### src/verilog/dlk_cfg.svh
// register offsets, field positions, reset values and link constants of the data link block
`ifndef DLK_CFG_SVH
`define DLK_CFG_SVH
`define DLK_OFS_ALARM  8'h03
`define DLK_OFS_DLCS   8'h60
`define DLK_OFS_ARX    8'h61
`define DLK_OFS_TXBUF  8'h68
`define DLK_OFS_RXBUF  8'h70
`define DLK_ALARM_RST  16'h0000
`define DLK_CTRL_RST   8'h00
`define DLK_B_ATXEN    9
`define DLK_B_ARXIEN   8
`define DLK_ALARM_LAST 4'h9
`define DLK_ALARM_LEN  5'h10
`define DLK_FLAG       8'h7e
`define DLK_ABORT_BYTE 8'hff
`define DLK_CRC_INIT   16'hffff
`define DLK_CRC_POLY   16'h8408
`define DLK_CRC_GOOD   16'hf0b8
`define DLK_STUFF_RUN  3'h5
`define DLK_FLAG_RUN   3'h6
`define DLK_ONES_MAX   3'h7
`endif

### src/verilog/dlk_pkg.sv
// types shared by the data link block
package dlk_pkg;
	// low byte of the data link control and status register
	typedef struct packed {
		logic       rx_irq_en;
		logic       dis_tx;
		logic [2:0] last_ptr;
		logic       abort;
		logic       send_fcs;
		logic       send;
	} dlk_ctrl_t;
	// one byte queued for the serialiser; raw bytes skip zero insertion
	typedef struct packed {
		logic       raw;
		logic [7:0] data;
	} dlk_entry_t;
	// byte of a transmitted field passing the error mask
	typedef struct packed {
		logic       valid;
		logic [7:0] data;
	} dlk_byte_t;
	typedef enum logic [2:0] {DLK_TX_IDLE, DLK_TX_DATA, DLK_TX_FCS_LO, DLK_TX_FCS_HI,
		DLK_TX_ABORT} dlk_txs_t;
endpackage

### src/verilog/dlk_top.sv
// data link transmitter and receiver, far-end alarm channel and error mask
//
// The strobed register port was chosen for this implementation.
`timescale 1ns/100ps
`include "dlk_cfg.svh"
// Contract
// alarm word is register bits 15 to 10
// alarm sent ten times, then irq
// bit 8 gates alarm receive irq
// error pattern xored into chosen field
// rx irq bit 15, read clears
// tx irq bit 14, write clears
// bits 13-11 last rx buffer slot
// bit 10 set on idle flag
// bit 9 bad fcs or unaligned flag
// bit 8 seven ones abort seen
// bit 7 gates rx irq pin
// bit 6 forces link to ones
// host gives last tx slot, bits 5-3
// bit 2 aborts frame, back to flags
// bit 1 appends fcs
// bit 0 starts frame, byte irqs
// low byte control, high byte status
// zero insertion and removal after five ones
// eight byte buffers, sent in order
module dlk_top #(
	parameter int BIT_DIV    = 8,
	parameter int FIFO_DEPTH = 2
) (
	input  logic              clk_in,
	input  logic              rst_in,
	input  logic [7:0]        addr_in,
	input  logic [15:0]       wr_data_in,
	input  logic              wr_in,
	input  logic              rd_in,
	output logic [15:0]       rd_data_out,
	input  logic              dl_rx_bit_in,
	output logic              dl_tx_bit_out,
	input  logic              alarm_rx_bit_in,
	output logic              alarm_tx_bit_out,
	input  dlk_pkg::dlk_byte_t err_field_in,
	output dlk_pkg::dlk_byte_t err_field_out,
	output logic              data_link_irq_pin_out
);
	localparam int DW = $bits(dlk_pkg::dlk_entry_t);
	localparam int FA = (FIFO_DEPTH > 1) ? $clog2(FIFO_DEPTH) : 1;
	localparam int CW = $clog2(BIT_DIV);

	// refuse a divider or buffer the logic cannot serve
	if (BIT_DIV < 2 || FIFO_DEPTH < 2 || (FIFO_DEPTH & (FIFO_DEPTH - 1)) != 0)
		$error("dlk_top: BIT_DIV >= 2 and FIFO_DEPTH a power of two >= 2");

	// byte-wise fcs update, bits taken lsb first
	function automatic logic [15:0] crc_byte(input logic [15:0] c, input logic [7:0] d);
		logic [15:0] r;
		r = c;
		for (int i = 0; i < 8; i++)
			r = (r[0] ^ d[i]) ? ((r >> 1) ^ `DLK_CRC_POLY) : (r >> 1);
		return r;
	endfunction

	// eight-byte window decode
	function automatic logic in_win(input logic [7:0] a, input logic [7:0] base);
		return a[7:3] == base[7:3];
	endfunction

	// bit rate enable
	logic [CW-1:0] div_reg;
	logic          bit_en_reg;
	wire           div_wrap = (div_reg == CW'(BIT_DIV - 1));
	always_ff @(posedge clk_in or posedge rst_in)
		if (rst_in)
		begin
			div_reg    <= '0;
			bit_en_reg <= 1'b0;
		end
		else
		begin
			div_reg    <= div_wrap ? '0 : div_reg + 1'b1;
			bit_en_reg <= div_wrap;
		end

	// register decode
	wire wr_alarm = wr_in && addr_in == `DLK_OFS_ALARM;
	wire wr_dlcs  = wr_in && addr_in == `DLK_OFS_DLCS;
	wire rd_dlcs  = rd_in && addr_in == `DLK_OFS_DLCS;
	wire rd_arx   = rd_in && addr_in == `DLK_OFS_ARX;
	wire wr_txbuf = wr_in && in_win(addr_in, `DLK_OFS_TXBUF);

	logic [15:0]        alarm_reg;
	dlk_pkg::dlk_ctrl_t ctrl_reg;
	logic               rx_irq_reg, tx_irq_reg, idle_reg, bad_reg, abort_reg;
	logic [2:0]         rx_ptr_reg;
	logic [5:0]         arx_data_reg;
	logic               arx_flag_reg, atx_done_reg;
	logic [7:0]         txbuf_mem [8];
	logic [7:0]         rxbuf_mem [8];

	// events from the engines
	logic ev_rx_byte, ev_rx_end, ev_flag, ev_bad, ev_abort;
	logic ev_tx_svc, ev_tx_fin, ev_atx_done, ev_arx;

	// read mux; unmapped offsets read zero
	logic [15:0] rd_mux;
	assign rd_mux =
		(addr_in == `DLK_OFS_ALARM) ? alarm_reg :
		(addr_in == `DLK_OFS_DLCS) ? {rx_irq_reg, tx_irq_reg, rx_ptr_reg, idle_reg, bad_reg,
			abort_reg, ctrl_reg} :
		(addr_in == `DLK_OFS_ARX) ? {arx_flag_reg, atx_done_reg, 8'h00, arx_data_reg} :
		in_win(addr_in, `DLK_OFS_TXBUF) ? {8'h00, txbuf_mem[addr_in[2:0]]} :
		in_win(addr_in, `DLK_OFS_RXBUF) ? {8'h00, rxbuf_mem[addr_in[2:0]]} : 16'h0000;

	// read data stands only in the cycle after the strobe
	always_ff @(posedge clk_in or posedge rst_in)
		if (rst_in)
			rd_data_out <= 16'h0000;
		else
			rd_data_out <= rd_in ? rd_mux : 16'h0000;

	// control registers; hardware clears self-acting bits, a host write wins
	always_ff @(posedge clk_in or posedge rst_in)
		if (rst_in)
		begin
			alarm_reg <= `DLK_ALARM_RST;
			ctrl_reg  <= `DLK_CTRL_RST;
		end
		else
		begin
			if (wr_alarm)
				alarm_reg <= wr_data_in;
			else if (ev_atx_done)
				alarm_reg[`DLK_B_ATXEN] <= 1'b0;
			if (wr_dlcs)
				ctrl_reg <= wr_data_in[7:0];
			else if (ev_tx_fin)
			begin
				ctrl_reg.send  <= 1'b0;
				ctrl_reg.abort <= 1'b0;
			end
		end

	// sticky status: a setting event beats the clearing access
	always_ff @(posedge clk_in or posedge rst_in)
		if (rst_in)
		begin
			rx_irq_reg   <= 1'b0;
			tx_irq_reg   <= 1'b0;
			idle_reg     <= 1'b0;
			bad_reg      <= 1'b0;
			abort_reg    <= 1'b0;
			arx_flag_reg <= 1'b0;
			atx_done_reg <= 1'b0;
		end
		else
		begin
			rx_irq_reg   <= (ev_rx_byte | ev_rx_end | ev_abort) | (rx_irq_reg & ~rd_dlcs);
			tx_irq_reg   <= ev_tx_svc | (tx_irq_reg & ~wr_dlcs);
			idle_reg     <= ev_flag | (idle_reg & ~rd_dlcs);
			bad_reg      <= ev_bad | (bad_reg & ~rd_dlcs);
			abort_reg    <= ev_abort | (abort_reg & ~rd_dlcs);
			arx_flag_reg <= ev_arx | (arx_flag_reg & ~rd_arx);
			atx_done_reg <= ev_atx_done | (atx_done_reg & ~rd_arx);
		end

	// host side of the transmit buffer
	always_ff @(posedge clk_in)
		if (wr_txbuf)
			txbuf_mem[addr_in[2:0]] <= wr_data_in[7:0];

	// interrupt pin and error mask output
	always_ff @(posedge clk_in or posedge rst_in)
		if (rst_in)
		begin
			data_link_irq_pin_out <= 1'b0;
			err_field_out         <= '0;
		end
		else
		begin
			data_link_irq_pin_out <= (rx_irq_reg & ctrl_reg.rx_irq_en) | tx_irq_reg
				| atx_done_reg | (arx_flag_reg & alarm_reg[`DLK_B_ARXIEN]);
			err_field_out.valid   <= err_field_in.valid;
			err_field_out.data    <= err_field_in.data ^ alarm_reg[7:0];
		end

	// transmit feeder: buffer bytes, fcs and abort into the two-entry queue
	dlk_pkg::dlk_txs_t  txs_reg, txs_next;
	logic [2:0]         idx_reg;
	logic [15:0]        tcrc_reg;
	logic               push_v, fifo_rdy, fifo_vld, fifo_pop, flush;
	dlk_pkg::dlk_entry_t push_e, head_e;
	wire                push_ok  = push_v && fifo_rdy;
	wire                last_idx = idx_reg == ctrl_reg.last_ptr;
	assign flush = ctrl_reg.abort && txs_reg != dlk_pkg::DLK_TX_ABORT;

	always_comb
	begin
		push_v   = 1'b1;
		push_e   = '{raw: 1'b0, data: txbuf_mem[idx_reg]};
		txs_next = txs_reg;
		unique case (txs_reg)
			dlk_pkg::DLK_TX_IDLE:
			begin
				push_v = 1'b0;
				if (ctrl_reg.send)
					txs_next = dlk_pkg::DLK_TX_DATA;
			end
			dlk_pkg::DLK_TX_DATA:
				if (push_ok && last_idx)
					txs_next = ctrl_reg.send_fcs ? dlk_pkg::DLK_TX_FCS_LO
						: dlk_pkg::DLK_TX_IDLE;
			dlk_pkg::DLK_TX_FCS_LO:
			begin
				push_e.data = ~tcrc_reg[7:0];
				if (push_ok)
					txs_next = dlk_pkg::DLK_TX_FCS_HI;
			end
			dlk_pkg::DLK_TX_FCS_HI:
			begin
				push_e.data = ~tcrc_reg[15:8];
				if (push_ok)
					txs_next = dlk_pkg::DLK_TX_IDLE;
			end
			dlk_pkg::DLK_TX_ABORT:
			begin
				push_e = '{raw: 1'b1, data: `DLK_ABORT_BYTE};
				if (push_ok)
					txs_next = dlk_pkg::DLK_TX_IDLE;
			end
		endcase
		if (flush)
		begin
			push_v   = 1'b0;
			txs_next = dlk_pkg::DLK_TX_ABORT;
		end
	end

	assign ev_tx_svc = push_ok && txs_reg == dlk_pkg::DLK_TX_DATA;
	assign ev_tx_fin = push_ok && txs_next == dlk_pkg::DLK_TX_IDLE;

	// feeder state
	always_ff @(posedge clk_in or posedge rst_in)
		if (rst_in)
		begin
			txs_reg  <= dlk_pkg::DLK_TX_IDLE;
			idx_reg  <= 3'h0;
			tcrc_reg <= `DLK_CRC_INIT;
		end
		else
		begin
			txs_reg <= txs_next;
			if (txs_reg == dlk_pkg::DLK_TX_IDLE)
			begin
				idx_reg  <= 3'h0;
				tcrc_reg <= `DLK_CRC_INIT;
			end
			else if (ev_tx_svc)
			begin
				idx_reg  <= idx_reg + 3'h1;
				tcrc_reg <= crc_byte(tcrc_reg, push_e.data);
			end
		end

	// two-entry queue between feeder and serialiser; a full queue stalls the feeder
	logic [DW-1:0] q_mem [FIFO_DEPTH];
	logic [FA-1:0] q_wp_reg, q_rp_reg;
	logic [FA:0]   q_cnt_reg;
	assign fifo_rdy = q_cnt_reg != (FA+1)'(FIFO_DEPTH);
	assign fifo_vld = q_cnt_reg != '0;
	assign head_e   = q_mem[q_rp_reg];
	always_ff @(posedge clk_in or posedge rst_in)
		if (rst_in)
		begin
			q_wp_reg  <= '0;
			q_rp_reg  <= '0;
			q_cnt_reg <= '0;
		end
		else if (flush)
		begin
			q_wp_reg  <= '0;
			q_rp_reg  <= '0;
			q_cnt_reg <= '0;
		end
		else
		begin
			q_wp_reg  <= q_wp_reg + FA'(push_ok);
			q_rp_reg  <= q_rp_reg + FA'(fifo_pop);
			q_cnt_reg <= q_cnt_reg + (FA+1)'(push_ok) - (FA+1)'(fifo_pop);
		end
	always_ff @(posedge clk_in)
		if (push_ok)
			q_mem[q_wp_reg] <= push_e;

	// serialiser: lsb first, zero after five data ones, flags when queue is empty
	logic [6:0] sh_reg;
	logic [2:0] left_reg, tones_reg;
	logic       raw_reg;
	wire        stuff_now = tones_reg == `DLK_STUFF_RUN;
	wire        load      = left_reg == 3'h0 && !stuff_now;
	dlk_pkg::dlk_entry_t ld_e;
	assign ld_e     = fifo_vld ? head_e : dlk_pkg::dlk_entry_t'{raw: 1'b1, data: `DLK_FLAG};
	assign fifo_pop = bit_en_reg && load && fifo_vld && !flush;
	wire        out_raw = load ? ld_e.raw : raw_reg;
	wire        out_bit = stuff_now ? 1'b0 : load ? ld_e.data[0] : sh_reg[0];
	always_ff @(posedge clk_in or posedge rst_in)
		if (rst_in)
		begin
			sh_reg        <= 7'h00;
			left_reg      <= 3'h0;
			tones_reg     <= 3'h0;
			raw_reg       <= 1'b1;
			dl_tx_bit_out <= 1'b1;
		end
		else if (bit_en_reg)
		begin
			dl_tx_bit_out <= ctrl_reg.dis_tx | out_bit;
			tones_reg     <= (out_raw || !out_bit) ? 3'h0 : tones_reg + 3'h1;
			if (load)
			begin
				sh_reg   <= ld_e.data[7:1];
				left_reg <= 3'h7;
				raw_reg  <= ld_e.raw;
			end
			else if (!stuff_now)
			begin
				sh_reg   <= sh_reg >> 1;
				left_reg <= left_reg - 3'h1;
			end
		end

	// receiver: flag, abort and stuffed-zero detection, byte assembly and fcs check
	logic [2:0]  rones_reg, bcnt_reg, wptr_reg;
	logic [6:0]  asm_reg;
	logic [15:0] rcrc_reg;
	logic        inframe_reg, gotbyte_reg;
	wire         rb      = dl_rx_bit_in;
	wire         is_flag = !rb && rones_reg == `DLK_FLAG_RUN;
	wire         is_stuf = !rb && rones_reg == `DLK_STUFF_RUN;
	wire         data_b  = bit_en_reg && inframe_reg && !is_flag && !is_stuf;
	wire [7:0]   rx_byte = {rb, asm_reg};
	assign ev_flag    = bit_en_reg && is_flag;
	assign ev_abort   = bit_en_reg && rb && rones_reg == `DLK_FLAG_RUN;
	assign ev_rx_byte = data_b && bcnt_reg == 3'h7;
	assign ev_rx_end  = ev_flag && inframe_reg && (gotbyte_reg || bcnt_reg != 3'h7);
	assign ev_bad     = ev_rx_end && (bcnt_reg != 3'h7 || rcrc_reg != `DLK_CRC_GOOD);
	always_ff @(posedge clk_in or posedge rst_in)
		if (rst_in)
		begin
			rones_reg   <= 3'h0;
			bcnt_reg    <= 3'h0;
			wptr_reg    <= 3'h0;
			rx_ptr_reg  <= 3'h0;
			asm_reg     <= 7'h00;
			rcrc_reg    <= `DLK_CRC_INIT;
			inframe_reg <= 1'b0;
			gotbyte_reg <= 1'b0;
		end
		else if (bit_en_reg)
		begin
			rones_reg <= !rb ? 3'h0 : (rones_reg == `DLK_ONES_MAX) ? rones_reg
				: rones_reg + 3'h1;
			if (ev_abort)
				inframe_reg <= 1'b0;
			if (is_flag)
			begin
				inframe_reg <= 1'b1;
				gotbyte_reg <= 1'b0;
				bcnt_reg    <= 3'h0;
				rcrc_reg    <= `DLK_CRC_INIT;
			end
			else if (data_b)
			begin
				asm_reg  <= rx_byte[7:1];
				bcnt_reg <= bcnt_reg + 3'h1;
				if (ev_rx_byte)
				begin
					rx_ptr_reg  <= wptr_reg;
					wptr_reg    <= wptr_reg + 3'h1;
					gotbyte_reg <= 1'b1;
					rcrc_reg    <= crc_byte(rcrc_reg, rx_byte);
				end
			end
		end
	always_ff @(posedge clk_in)
		if (ev_rx_byte)
			rxbuf_mem[wptr_reg] <= rx_byte;

	// alarm channel transmitter: ones, then 0 d0..d5 0, repeated ten times
	logic [15:0] atx_sh_reg;
	logic [4:0]  atx_left_reg;
	logic [3:0]  atx_rep_reg;
	logic        atx_busy_reg;
	wire  [15:0] atx_word = {1'b0, alarm_reg[15:10], 1'b0, 8'hff};
	wire         atx_end  = atx_left_reg == 5'h01;
	assign ev_atx_done = bit_en_reg && atx_busy_reg && atx_end
		&& atx_rep_reg == `DLK_ALARM_LAST;
	always_ff @(posedge clk_in or posedge rst_in)
		if (rst_in)
		begin
			atx_sh_reg       <= 16'hffff;
			atx_left_reg     <= 5'h00;
			atx_rep_reg      <= 4'h0;
			atx_busy_reg     <= 1'b0;
			alarm_tx_bit_out <= 1'b1;
		end
		else if (bit_en_reg)
		begin
			alarm_tx_bit_out <= atx_busy_reg ? atx_sh_reg[0] : 1'b1;
			if (!atx_busy_reg)
			begin
				atx_busy_reg <= alarm_reg[`DLK_B_ATXEN];
				atx_sh_reg   <= atx_word;
				atx_left_reg <= `DLK_ALARM_LEN;
				atx_rep_reg  <= 4'h0;
			end
			else if (!atx_end)
			begin
				atx_sh_reg   <= atx_sh_reg >> 1;
				atx_left_reg <= atx_left_reg - 5'h01;
			end
			else
			begin
				atx_busy_reg <= !ev_atx_done;
				atx_sh_reg   <= atx_word;
				atx_left_reg <= `DLK_ALARM_LEN;
				atx_rep_reg  <= atx_rep_reg + 4'h1;
			end
		end

	// alarm channel receiver: sliding window matched against the codeword shape
	logic [15:0] arx_win_reg;
	wire  [15:0] arx_nw = {alarm_rx_bit_in, arx_win_reg[15:1]};
	assign ev_arx = bit_en_reg && arx_nw[7:0] == 8'hff && !arx_nw[8] && !arx_nw[15];
	always_ff @(posedge clk_in or posedge rst_in)
		if (rst_in)
		begin
			arx_win_reg  <= 16'hffff;
			arx_data_reg <= 6'h00;
		end
		else if (bit_en_reg)
		begin
			arx_win_reg <= arx_nw;
			if (ev_arx)
				arx_data_reg <= arx_nw[14:9];
		end

	// checks
	a_alarm_word_load: assert property (@(posedge clk_in) disable iff (rst_in)
		$rose(atx_busy_reg) |-> atx_sh_reg[14:9] == $past(alarm_reg[15:10]))
		else $error("alarm word not taken from bits 15..10");
	a_alarm_ten_reps: assert property (@(posedge clk_in) disable iff (rst_in)
		ev_atx_done |-> atx_rep_reg == 4'h9 ##1 atx_done_reg ##1 data_link_irq_pin_out)
		else $error("alarm repeat count or done interrupt wrong");
	a_alarm_rx_gate: assert property (@(posedge clk_in) disable iff (rst_in)
		(arx_flag_reg && alarm_reg[8]) |=> data_link_irq_pin_out)
		else $error("enabled alarm receive did not reach the pin");
	a_err_mask_xor: assert property (@(posedge clk_in) disable iff (rst_in)
		err_field_in.valid |=> err_field_out.valid
		&& err_field_out.data == ($past(err_field_in.data) ^ $past(alarm_reg[7:0])))
		else $error("error pattern not applied");
	a_rx_irq_clear: assert property (@(posedge clk_in) disable iff (rst_in)
		(rd_dlcs && !ev_rx_byte && !ev_rx_end && !ev_abort) |=> !rx_irq_reg)
		else $error("receiver interrupt survived a status read");
	a_tx_irq_clear: assert property (@(posedge clk_in) disable iff (rst_in)
		(wr_dlcs && !ev_tx_svc) |=> !tx_irq_reg)
		else $error("transmitter interrupt survived a write");
	a_rx_ptr_track: assert property (@(posedge clk_in) disable iff (rst_in)
		ev_rx_byte |=> rx_ptr_reg == $past(wptr_reg) && rx_irq_reg)
		else $error("receive pointer not the last slot written");
	a_tx_ones_force: assert property (@(posedge clk_in) disable iff (rst_in)
		(ctrl_reg.dis_tx && bit_en_reg) |=> dl_tx_bit_out)
		else $error("disabled link sent a zero");
	a_abort_seen: assert property (@(posedge clk_in) disable iff (rst_in)
		ev_abort |=> abort_reg && !inframe_reg)
		else $error("abort not flagged");
endmodule // dlk_top

### config.mk
export PLATFORM = sky130hd
export DESIGN_NAME = dlk_top
export DESIGN_NICKNAME = d
export VERILOG_FILES = /design/src/verilog/dlk_pkg.sv /design/src/verilog/dlk_top.sv
export VERILOG_INCLUDE_DIRS = /design/src /design/src/verilog
export SDC_FILE = /design/constraint.sdc
export NUM_CORES = 1
export LEC_CHECK = 0
export BUFFER_PORTS_ARGS = -buffer_cell sky130_fd_sc_hd__buf_2
export CORE_MARGIN = 2
export CORE_UTILIZATION = 61
export CTS_CLUSTER_DIAMETER = 100
export DETAILED_ROUTE_END_ITERATION = 16
export GPL_ROUTABILITY_DRIVEN = 0
export MAX_ROUTING_LAYER = met4
export PLACE_DENSITY = 0.86
export SYNTH_ARGS = -nofsm -noshare
export SYNTH_HDL_FRONTEND = slang
export SYNTH_SLANG_ARGS = --single-unit
export TNS_END_PERCENT = 10
### constraint.sdc
create_clock -name clk_in -period 13.2 [get_ports clk_in]
set_input_delay 3.3 -clock clk_in [delete_from_list [all_inputs] [get_ports clk_in]]
set_output_delay 3.3 -clock clk_in [all_outputs]
set_load 0.02 [all_outputs]
==> impl_metrics.py, run 1 <==
metrics = {
    "grt": {
        "antenna_found_initial": 0,
        "global_route.usage.total_pct": 28.7,
        "maximum_number_of_pins_on_one_net_before_global_route_repair": 112,
        "grt-ovfl-total": 0,
        "grt_first_pass_wirelength_um": 56600,
        "grt_pass1_vias": 10200,
    },
    "synthesis": {
        "mappedNetlistNets": 1257,
        "synth_top_area_share_pct": 28.8,
        "yosys_warnings": 0,
        "synth_sequential_area_ratio_pct": 60.1,
        "synthFlopType": "sky130_fd_sc_hd__edfxtp_1",
        "postSynth.asyncResetShare_pct": 56.2,
        "number_of_flops_mapped_to_enable_cells_by_yosys": 146,
        "mappedNetlistArea_mm2": 0.0152,
        "ys_seq_elements": 333,
        "post_synth_inst_count": 1196,
        "synth.distinct_cells": 76,
        "post_synth.cell_area_avg_um2": 12.7,
        "synth_largest_area_cell": "sky130_fd_sc_hd__edfxtp_1",
        "synth_top_cells_by_area": "sky130_fd_sc_hd__edfxtp_1 (29%), sky130_fd_sc_hd__dfrtp_1 (20%), sky130_fd_sc_hd__dfstp_2 (11%)",
    },
    "sta": {
        "slew_viol_final": 0,
        "min_period_ps": 5900,
        "finalClockSkew_ps": 20.1,
        "setup_total_negative_slack_ps": 0,
        "final.setup.worst_slack_ps": 7300,
        "setup_viol": 0,
        "tightestPinTransition_ps": 1310,
        "achievable-frequency_mhz": 169,
        "final_hold_violation_count": 0,
        "period_share_pct": 44.7,
        "grt_setup_unrepaired": "no",
        "worst_slew_margin_rel_pct": 12.5,
    },
    "worst_setup_path": {
        "critical_path_s_top_delay_family": "simple AND/OR/NAND/NOR gates",
        "worst_setup_path_end_kind": "flip-flop",
        "crit_chain": "buf_2 > nor2_1 > o21ai_0 > and3_1 > nand2_1 > nor3_1",
        "critical_path.startpoint_type": "input pin",
        "cp_data_required_time_ps": 13320,
        "worst_path_largest_cell_delay_ps": 1110,
        "critPathMaxFanout": 27,
        "path_class": "input pin to flip-flop",
        "worstSetupStartpoint": "dl_rx_bit_in",
        "r2r_start": "bit_en_reg",
        "reg2reg_depth": 4,
        "critical_path_cell_count": 6,
        "cp_slowest_cell": "sky130_fd_sc_hd__nor3_1",
        "critical_path.n_buffers_inverters": 1,
        "worst-endpoint-arrival_ps": 6020,
    },
    "pwr": {
        "design_power_total_uw": 3030,
        "power.combinational.fraction_pct": 24.6,
        "power_frac_clock_pct": 31.0,
        "swShare_pct": 30.9,
        "seq_power_share_pct": 44.4,
        "power_leakage_uw": 0.00674,
        "internal_power_uw": 2090,
        "power-per-cell-area_mw_per_mm2": 179,
        "power_switching_uw": 936,
        "peakVddDrop_mv": 0.131,
    },
    "layout": {
        "net_count_final": 1304,
        "share_of_cells_above_drive_strength_1_pct": 23.6,
        "mostFrequentLayoutCells": "sky130_fd_sc_hd__edfxtp_1 (146), sky130_fd_sc_hd__dfrtp_1 (120), sky130_fd_sc_hd__nand2_1 (111)",
        "layout.core_utilization_pct": 69.2,
        "areaGrowthSynthToFinish_pct": 10.8,
        "layout.cells.most_common": "sky130_fd_sc_hd__edfxtp_1",
        "inserted_diodes": 0,
    },
    "routing": {
        "initialDrtViolationCount": 1231,
        "num_vias": 10200,
        "wl_per_cell_um": 22.4,
        "firstDrtPassIters": 5,
        "detail_route.drc_violations": 0,
        "final_antenna_net_count": 0,
        "drt-vias-per-instance": 6.40,
        "totalWireLength_um": 35600,
    },
    "die": {
        "die-area_mm2": 0.0262,
        "start_util_pct": 62.4,
        "coreArea_mm2": 0.0244,
        "io_pins": 67,
        "floorplan.rows": 57,
        "die_x_um": 162,
        "die-height_um": 162,
    },
    "worst_hold_path": {
        "hold_path_class": "flip-flop to flip-flop",
        "holdPathStages": 1,
        "timing.hold.worst.start": "div_reg[0]",
    },
    "clock_tree": {
        "num_cts_buffers": 34,
        "clockRootBuffer": "sky130_fd_sc_hd__clkbuf_16",
        "clk_path_buf_depth": 3,
        "cts_sinks": 333,
        "post_cts_resize_count": 0,
        "cts_hold_buffers": 0,
        "cts_tree": "yes",
        "worstSkewPairLatency_ps": 520,
        "cts_setup_buffers": 0,
        "clk_transition_reported_paths_ps": 60,
        "clock_tree.htree_level_count": 2,
    },
    "placement": {
        "place_hpwl_um": 23300,
        "port-buffer-count": 66,
        "dp_worst_setup_slack_ps": 6810,
    },
    "flow_run": {
        "max_cap_viol_count": 0,
    },
    "outcome": {
        "run_status": "finished, final reports clean",
    },
}
## cell usage after synthesis, types with 8 or more instances
cell type                  number
sky130_fd_sc_hd__mux2i_1       49
sky130_fd_sc_hd__clkbuf_1      41
sky130_fd_sc_hd__mux4_2        24
sky130_fd_sc_hd__dfrtp_1      121
sky130_fd_sc_hd__nor3_1        20
sky130_fd_sc_hd__inv_1         29
sky130_fd_sc_hd__xnor2_1       16
sky130_fd_sc_hd__a31oi_1        8
sky130_fd_sc_hd__a22oi_1       23
sky130_fd_sc_hd__nor2b_1       21
sky130_fd_sc_hd__o22a_1        18
sky130_fd_sc_hd__o21ai_0       64
sky130_fd_sc_hd__dfstp_2       66
sky130_fd_sc_hd__nand2_1      111
sky130_fd_sc_hd__buf_1          9
sky130_fd_sc_hd__buf_2         13
sky130_fd_sc_hd__nand2b_1       8
sky130_fd_sc_hd__ha_1          22
sky130_fd_sc_hd__o22ai_1       14
sky130_fd_sc_hd__nor2_1        73
sky130_fd_sc_hd__edfxtp_1     146
sky130_fd_sc_hd__xor2_1        36
sky130_fd_sc_hd__nand3_1       24
sky130_fd_sc_hd__a21oi_1       46
sky130_fd_sc_hd__o211ai_1       9
sky130_fd_sc_hd__mux2_2        64
## layer usage
layer	up-vias	routed length [um]	part of all wire, %	track usage (%)
met4	0	1770	5.0	12.8
met1	5085	13900	39	37.7
met2	495	17600	49	45.3
met5	-	0	0	-
met3	117	2420	6.8	3.93
li1	4504	-	-	-
## cell families (layout without fill, tap and decap cells)
group,after synthesis,count (layout),share of synthesized area (%)
AOI/OAI and AO/OA,244,244,10.7
and+or+nand+nor,307,307,9.69
xor gates and xnor gates,54,54,3.26
DFF,333,333,60.1
muxes,140,140,11.8
adders and majority gates,22,22,1.81
buffers and inverters,96,169,2.60
## final timing paths
kind / slack [ps] / to
min in group asynchronous: 2930 / atx_left_reg[4]
worst max-delay path: 7300 / rxbuf_mem[3][4]
worst max register to register: 9600 / rxbuf_mem[3][4]
max in group asynchronous: 8690 / bit_en_reg
worst min-delay path: 420 / div_reg[0]
worst min register to register: 420 / div_reg[0]
## power by group through the flow
stage                     logic [uW]  clock network, uW  registers [uW]
after floorplan                  593                  0            1300
after global placement           689                  0            1350
after detailed placement         726                  0            1360
after CTS                        738                945            1340
after global routing             808                989            1360
final                            743                939            1340
## area by class of cell
type | count | area [um^2]
clock buffers | 51 | 1010
clock inverters | 11 | 81.3
fillers | 1627 | 7520
inverters | 30 | 120
multi-input cells | 767 | 5700
flip-flops and latches | 333 | 9150
well taps | 324 | 405
repair buffers | 77 | 410
## per-stage QoR
step / instance area [um^2] / hold WS, ps / instances
after floorplan: 15200 / 403 / 1196
after global placement: 15800 / 414 / 1530
after detailed placement: 15800 / 417 / 1530
after CTS: 16900 / 424 / 1592
after global routing: 16900 / 453 / 1593
final: 16900 / 421 / 1593
No activity file was read; power rests on OpenSTA's default activity.
==> run 2, diff against run 1 <==
Settings changed: CORE_UTILIZATION 61 to 56, PLACE_DENSITY 0.86 to 0.83.
Clock period 13.2 ns to 5.2 ns, I/O delays scaled along.
==> run 2 against run 1 <==
Design area increased by 0.35%. Wire length decreased by 2.5%. Via count decreased by 1.0%. Sequential share of layout area decreased by 0.19 points. Flip-flop and latch count unchanged.
==> impl_metrics.py, run 2 (same netlist as run 1, synthesis figures left out) <==
metrics = {
    "clock_tree": {
        "clk_path_buf_depth": 3,
        "cts_sinks": 333,
        "num_cts_buffers": 35,
        "clock_tree.htree_level_count": 2,
        "worstSkewPairLatency_ps": 520,
        "clk_transition_reported_paths_ps": 60,
        "post_cts_resize_count": 0,
        "cts_hold_buffers": 0,
        "cts_setup_buffers": 0,
        "cts_tree": "yes",
        "clockRootBuffer": "sky130_fd_sc_hd__clkbuf_16",
    },
    "worst_setup_path": {
        "crit_chain": "buf_2 > nor2_1 > o21ai_0 > and3_1 > nand3_1 > nor3b_1",
        "critical_path_cell_count": 6,
        "critPathMaxFanout": 15,
        "critical_path.startpoint_type": "input pin",
        "cp_slowest_cell": "sky130_fd_sc_hd__nor3b_1",
        "path_class": "input pin to flip-flop",
        "r2r_start": "idx_reg[1]",
        "critical_path.n_buffers_inverters": 1,
        "reg2reg_slack_ps": 2140,
        "worst-endpoint-arrival_ps": 3430,
        "critical_path_s_top_delay_family": "simple AND/OR/NAND/NOR gates",
        "rr_endpoint": "tcrc_reg[2]",
        "worst_path_largest_cell_delay_ps": 950,
        "worst_setup_path_end_kind": "flip-flop",
        "cp_data_required_time_ps": 5320,
        "reg2reg_depth": 6,
    },
    "layout": {
        "layout.cells.most_common": "sky130_fd_sc_hd__edfxtp_1",
        "final_cells": 1614,
        "inserted_diodes": 0,
        "share_of_cells_above_drive_strength_1_pct": 23.7,
        "net_count_final": 1308,
        "filler_cell_count": 1926,
        "areaGrowthSynthToFinish_pct": 11.2,
        "mostFrequentLayoutCells": "sky130_fd_sc_hd__edfxtp_1 (146), sky130_fd_sc_hd__dfrtp_1 (120), sky130_fd_sc_hd__nand2_1 (111)",
    },
    "routing": {
        "num_vias": 10100,
        "totalWireLength_um": 34700,
        "drt-vias-per-instance": 6.26,
        "detail_route.drc_violations": 0,
        "initialDrtViolationCount": 983,
        "final_antenna_net_count": 0,
        "wl_per_cell_um": 21.5,
        "firstDrtPassIters": 6,
    },
    "outcome": {
        "run_status": "finished, final reports clean",
    },
    "worst_hold_path": {
        "whs_endpoint": "div_reg[0]",
        "holdPathStages": 1,
        "timing.hold.worst.start": "div_reg[0]",
        "hold_path_class": "flip-flop to flip-flop",
    },
    "grt": {
        "globalRouteMet2Util_pct": 41.2,
        "maximum_number_of_pins_on_one_net_before_global_route_repair": 103,
        "groute.layer.met1.usage_pct": 32.3,
        "gr-usage-met3_pct": 3.79,
        "grt_pass1_vias": 10100,
        "grt_busiest_layer": "met2",
        "grt_first_pass_wirelength_um": 54900,
        "antenna_found_initial": 0,
        "global_route.usage.total_pct": 25.6,
        "grt-ovfl-total": 0,
    },
    "pwr": {
        "peakVddDrop_mv": 0.277,
        "power-per-cell-area_mw_per_mm2": 452,
        "power_leakage_uw": 0.00676,
    },
    "sta": {
        "min_period_ps": 3310,
        "tightestPinTransition_ps": 1110,
        "grt_setup_unrepaired": "no",
        "period_share_pct": 63.6,
        "worst_slew_margin_rel_pct": 25.5,
        "finalClockSkew_ps": 20.4,
        "setup_viol": 0,
        "slew_viol_final": 0,
        "achievable-frequency_mhz": 302,
        "final_hold_violation_count": 0,
        "final.setup.worst_slack_ps": 1890,
        "setup_total_negative_slack_ps": 0,
    },
    "die": {
        "die-area_mm2": 0.0285,
        "io_pins": 67,
        "start_util_pct": 56.8,
        "floorplan.rows": 60,
        "die_x_um": 169,
        "die-height_um": 169,
        "coreArea_mm2": 0.0268,
    },
    "placement": {
        "place_hpwl_um": 23600,
        "port-buffer-count": 66,
        "dp_worst_setup_slack_ps": 1390,
        "placed_cells": 1551,
    },
    "flow_run": {
        "max_cap_viol_count": 0,
    },
}
## run 2: cell types whose count changed in the layout (fill, tap and decap cells not counted)
cell / delta
sky130_fd_sc_hd__buf_12: +1
sky130_fd_sc_hd__clkinv_1: -1
sky130_fd_sc_hd__inv_8: -1
sky130_fd_sc_hd__clkbuf_1: +2
sky130_fd_sc_hd__buf_2: -1
sky130_fd_sc_hd__buf_4: +3
sky130_fd_sc_hd__clkinvlp_4: +1
## run 2: per-stage QoR
stage                     power (uW)  hold slack (ps)  cell area, um^2  utilization (%)
final                           7650              427            16900             63.2
after floorplan                 4820              403            15200                -
after CTS                       7670              431            16900             63.2
after detailed placement        5280              423            15800             59.1
after global routing            8010              453            16900             63.2
after global placement          5190              416            15800             59.1
## run 2: worst register-to-register path, cell delays in order (launching register included)
cell and delay, ps:
sky130_fd_sc_hd__dfrtp_1 870, sky130_fd_sc_hd__mux4_2 670, sky130_fd_sc_hd__mux2i_4 240, sky130_fd_sc_hd__o221ai_1 190
sky130_fd_sc_hd__o22ai_2 450, sky130_fd_sc_hd__xor3_1 400, sky130_fd_sc_hd__a21oi_1 170
## run 2: cell type report
type	instances	area (um^2)	area share, %
multi-input combinational	767	5700	33.6
clock buffer	53	1020	6.00
sequential	333	9150	54.0
timing repair buffer	80	448	2.65
clock inverter	10	77.6	0.458
inverter	30	116	0.687
tap	341	427	2.52
## run 2: power breakdown
part           total, uW  switching [uW]  internal (uW)
combinational       1850            1060            796
sequential          3410             295           3120
clock               2390             985           1400
total               7650            2340           5310
## run 2: how the worst max path moves through the flow
| stage | from | endpoint | slack (ps) |
|---|---|---|---|
| after floorplan | rst_in | abort_reg | 1550 |
| after global placement | addr_in[3] | ctrl_reg[0] | 1460 |
| after detailed placement | dl_rx_bit_in | rxbuf_mem[6][4] | 1390 |
| after CTS | dl_rx_bit_in | rxbuf_mem[5][2] | 1930 |
| after global routing | dl_rx_bit_in | rxbuf_mem[6][1] | 1620 |
| final | dl_rx_bit_in | rxbuf_mem[6][1] | 1890 |
## run 2: layer usage
layer / routed length [um] / vias to the layer above / share of wire [%]
li1: - / 4519 / -
met1: 13800 / 5084 / 40
met2: 17200 / 393 / 49
met3: 2000 / 103 / 5.8
met4: 1790 / 0 / 5.2
met5: 0 / - / 0
==> run 3, diff against run 2 <==
Clock period 5.2 ns to 2.8 ns, I/O delays scaled along.
==> run 3 against run 2 <==
Flip-flop and latch count stayed put. Wire length is 3.2% higher. Final cell count is 3.8% higher. Via count is 2.7% higher.
==> impl_metrics.py, run 3 (same netlist as run 1, synthesis figures left out) <==
metrics = {
    "routing": {
        "num_vias": 10400,
        "firstDrtPassIters": 5,
        "totalWireLength_um": 35800,
        "drt-vias-per-instance": 6.19,
        "final_antenna_net_count": 0,
        "wl_per_cell_um": 21.4,
        "detail_route.drc_violations": 0,
        "initialDrtViolationCount": 1190,
    },
    "clock_tree": {
        "cts_tree": "yes",
        "post_cts_resize_count": 0,
        "clk_path_buf_depth": 3,
        "num_cts_buffers": 36,
        "clockRootBuffer": "sky130_fd_sc_hd__clkbuf_16",
        "clk_transition_reported_paths_ps": 60,
        "worstSkewPairLatency_ps": 520,
        "cts_setup_buffers": 0,
        "clock_tree.htree_level_count": 2,
        "cts_sinks": 333,
        "cts_hold_buffers": 0,
    },
    "sta": {
        "achievable-frequency_mhz": 381,
        "period_share_pct": 93.8,
        "worst_slew_margin_rel_pct": 60.6,
        "grt_setup_unrepaired": "no",
        "slew_viol_final": 0,
        "finalClockSkew_ps": 13.6,
        "tightestPinTransition_ps": 591,
        "min_period_ps": 2630,
        "setup_viol": 0,
        "final_hold_violation_count": 0,
    },
    "worst_hold_path": {
        "hold_path_class": "input pin to async pin",
    },
    "pwr": {
        "design_power_total_uw": 14600,
        "power-per-cell-area_mw_per_mm2": 837,
        "power_leakage_uw": 0.00709,
        "peakVddDrop_mv": 0.663,
    },
    "die": {
        "start_util_pct": 56.8,
        "die_x_um": 169,
        "floorplan.rows": 60,
        "io_pins": 67,
        "die-area_mm2": 0.0285,
        "coreArea_mm2": 0.0268,
        "die-height_um": 169,
    },
    "layout": {
        "net_count_final": 1368,
        "mostFrequentLayoutCells": "sky130_fd_sc_hd__edfxtp_1 (146), sky130_fd_sc_hd__dfrtp_1 (119), sky130_fd_sc_hd__nand2_1 (111)",
        "inserted_diodes": 0,
        "final_cells": 1675,
        "areaGrowthSynthToFinish_pct": 14.5,
        "layout.cells.most_common": "sky130_fd_sc_hd__edfxtp_1",
        "share_of_cells_above_drive_strength_1_pct": 27.1,
    },
    "placement": {
        "placed_cells": 1610,
        "port-buffer-count": 66,
        "place_hpwl_um": 24900,
    },
    "grt": {
        "grt_first_pass_wirelength_um": 56700,
        "grt_pass1_vias": 10500,
        "maximum_number_of_pins_on_one_net_before_global_route_repair": 73,
        "global_route.usage.total_pct": 26.4,
        "grt-ovfl-total": 0,
        "antenna_found_initial": 0,
    },
    "worst_setup_path": {
        "cp_data_required_time_ps": 3190,
        "reg2reg_slack_ps": 170,
        "worst_setup_path_end_kind": "flip-flop",
        "worst-endpoint-arrival_ps": 3020,
        "path_class": "flip-flop to flip-flop",
        "r2r_start": "txs_reg[2]",
        "critical_path.startpoint_type": "flip-flop",
        "reg2reg_depth": 9,
        "critPathMaxFanout": 13,
        "rr_endpoint": "q_cnt_reg[1]",
    },
    "outcome": {
        "run_status": "finished, final reports clean",
    },
    "flow_run": {
        "max_cap_viol_count": 0,
    },
}
[run 3: cell count changes in the layout (fill, tap and decap cells not counted), sizes merged]
cell	change
inv	+2
clkinv	+1
buf	+59
clkinvlp	-2
bufinv	+1
[run 3: layer usage]
layer	GRT usage [%]	vias up	share of wire [%]	wire, um
li1	-	4639	-	-
met1	33.4	5175	39	14000
met2	43.3	450	50	17800
met3	3.93	106	7.2	2570
met4	10.4	0	4.0	1450
met5	-	-	0	0
[run 3: critical path, stage by stage, from the launching register on]
cell	delay [ps]
sky130_fd_sc_hd__dfrtp_1	560
sky130_fd_sc_hd__or3b_1	570
sky130_fd_sc_hd__and2_1	290
sky130_fd_sc_hd__nor2_1	160
sky130_fd_sc_hd__ha_1	260
sky130_fd_sc_hd__inv_1	70
sky130_fd_sc_hd__ha_1	170
sky130_fd_sc_hd__xor2_1	220
sky130_fd_sc_hd__xnor2_1	160
sky130_fd_sc_hd__nor2_1	60
[run 3: worst max-delay path by stage]
stage	cells past startpoint	slack [ps]	endpoint	start
after floorplan	1	-250	abort_reg	rst_in
after global placement	9	-0.3	rd_data_out[4]	addr_in[0]
after detailed placement	9	-50	rd_data_out[4]	addr_in[0]
after CTS	8	70	tcrc_reg[9]	idx_reg[1]
after global routing	9	50	q_cnt_reg[1]	txs_reg[2]
final	9	170	q_cnt_reg[1]	txs_reg[2]
[run 3: final cells by class]
cell class | count | area (um^2)
Multi-Input combinational cell | 767 | 5700
Clock inverter | 12 | 119
Inverter | 30 | 116
Fill cell | 1837 | 9370
Clock buffer | 53 | 996
Timing Repair Buffer | 139 | 928
Tap cell | 341 | 427
Sequential cell | 333 | 9150
[run 3: where the power goes]
part	internal (uW)	leakage, uW	total, uW	switching [uW]
sequential	5800	0.00360	6280	480
clock	2660	0.000545	4510	1850
combinational	1690	0.00294	3800	2110
total	10200	0.00709	14600	4430
[run 3: through the flow]
step                      area [um^2]  utilization, %  TNS (ps)  hold slack, ps  setup slack, ps
after floorplan                 15200               -    -33040             403             -253
after global placement          16300            60.9    -0.270             415           -0.270
after detailed placement        16300            60.9     -49.2             427            -49.2
after CTS                       17400            65.0         0             183             74.0
after global routing            17400            65.0         0             197             49.2
final                           17400            65.0         0             185              174
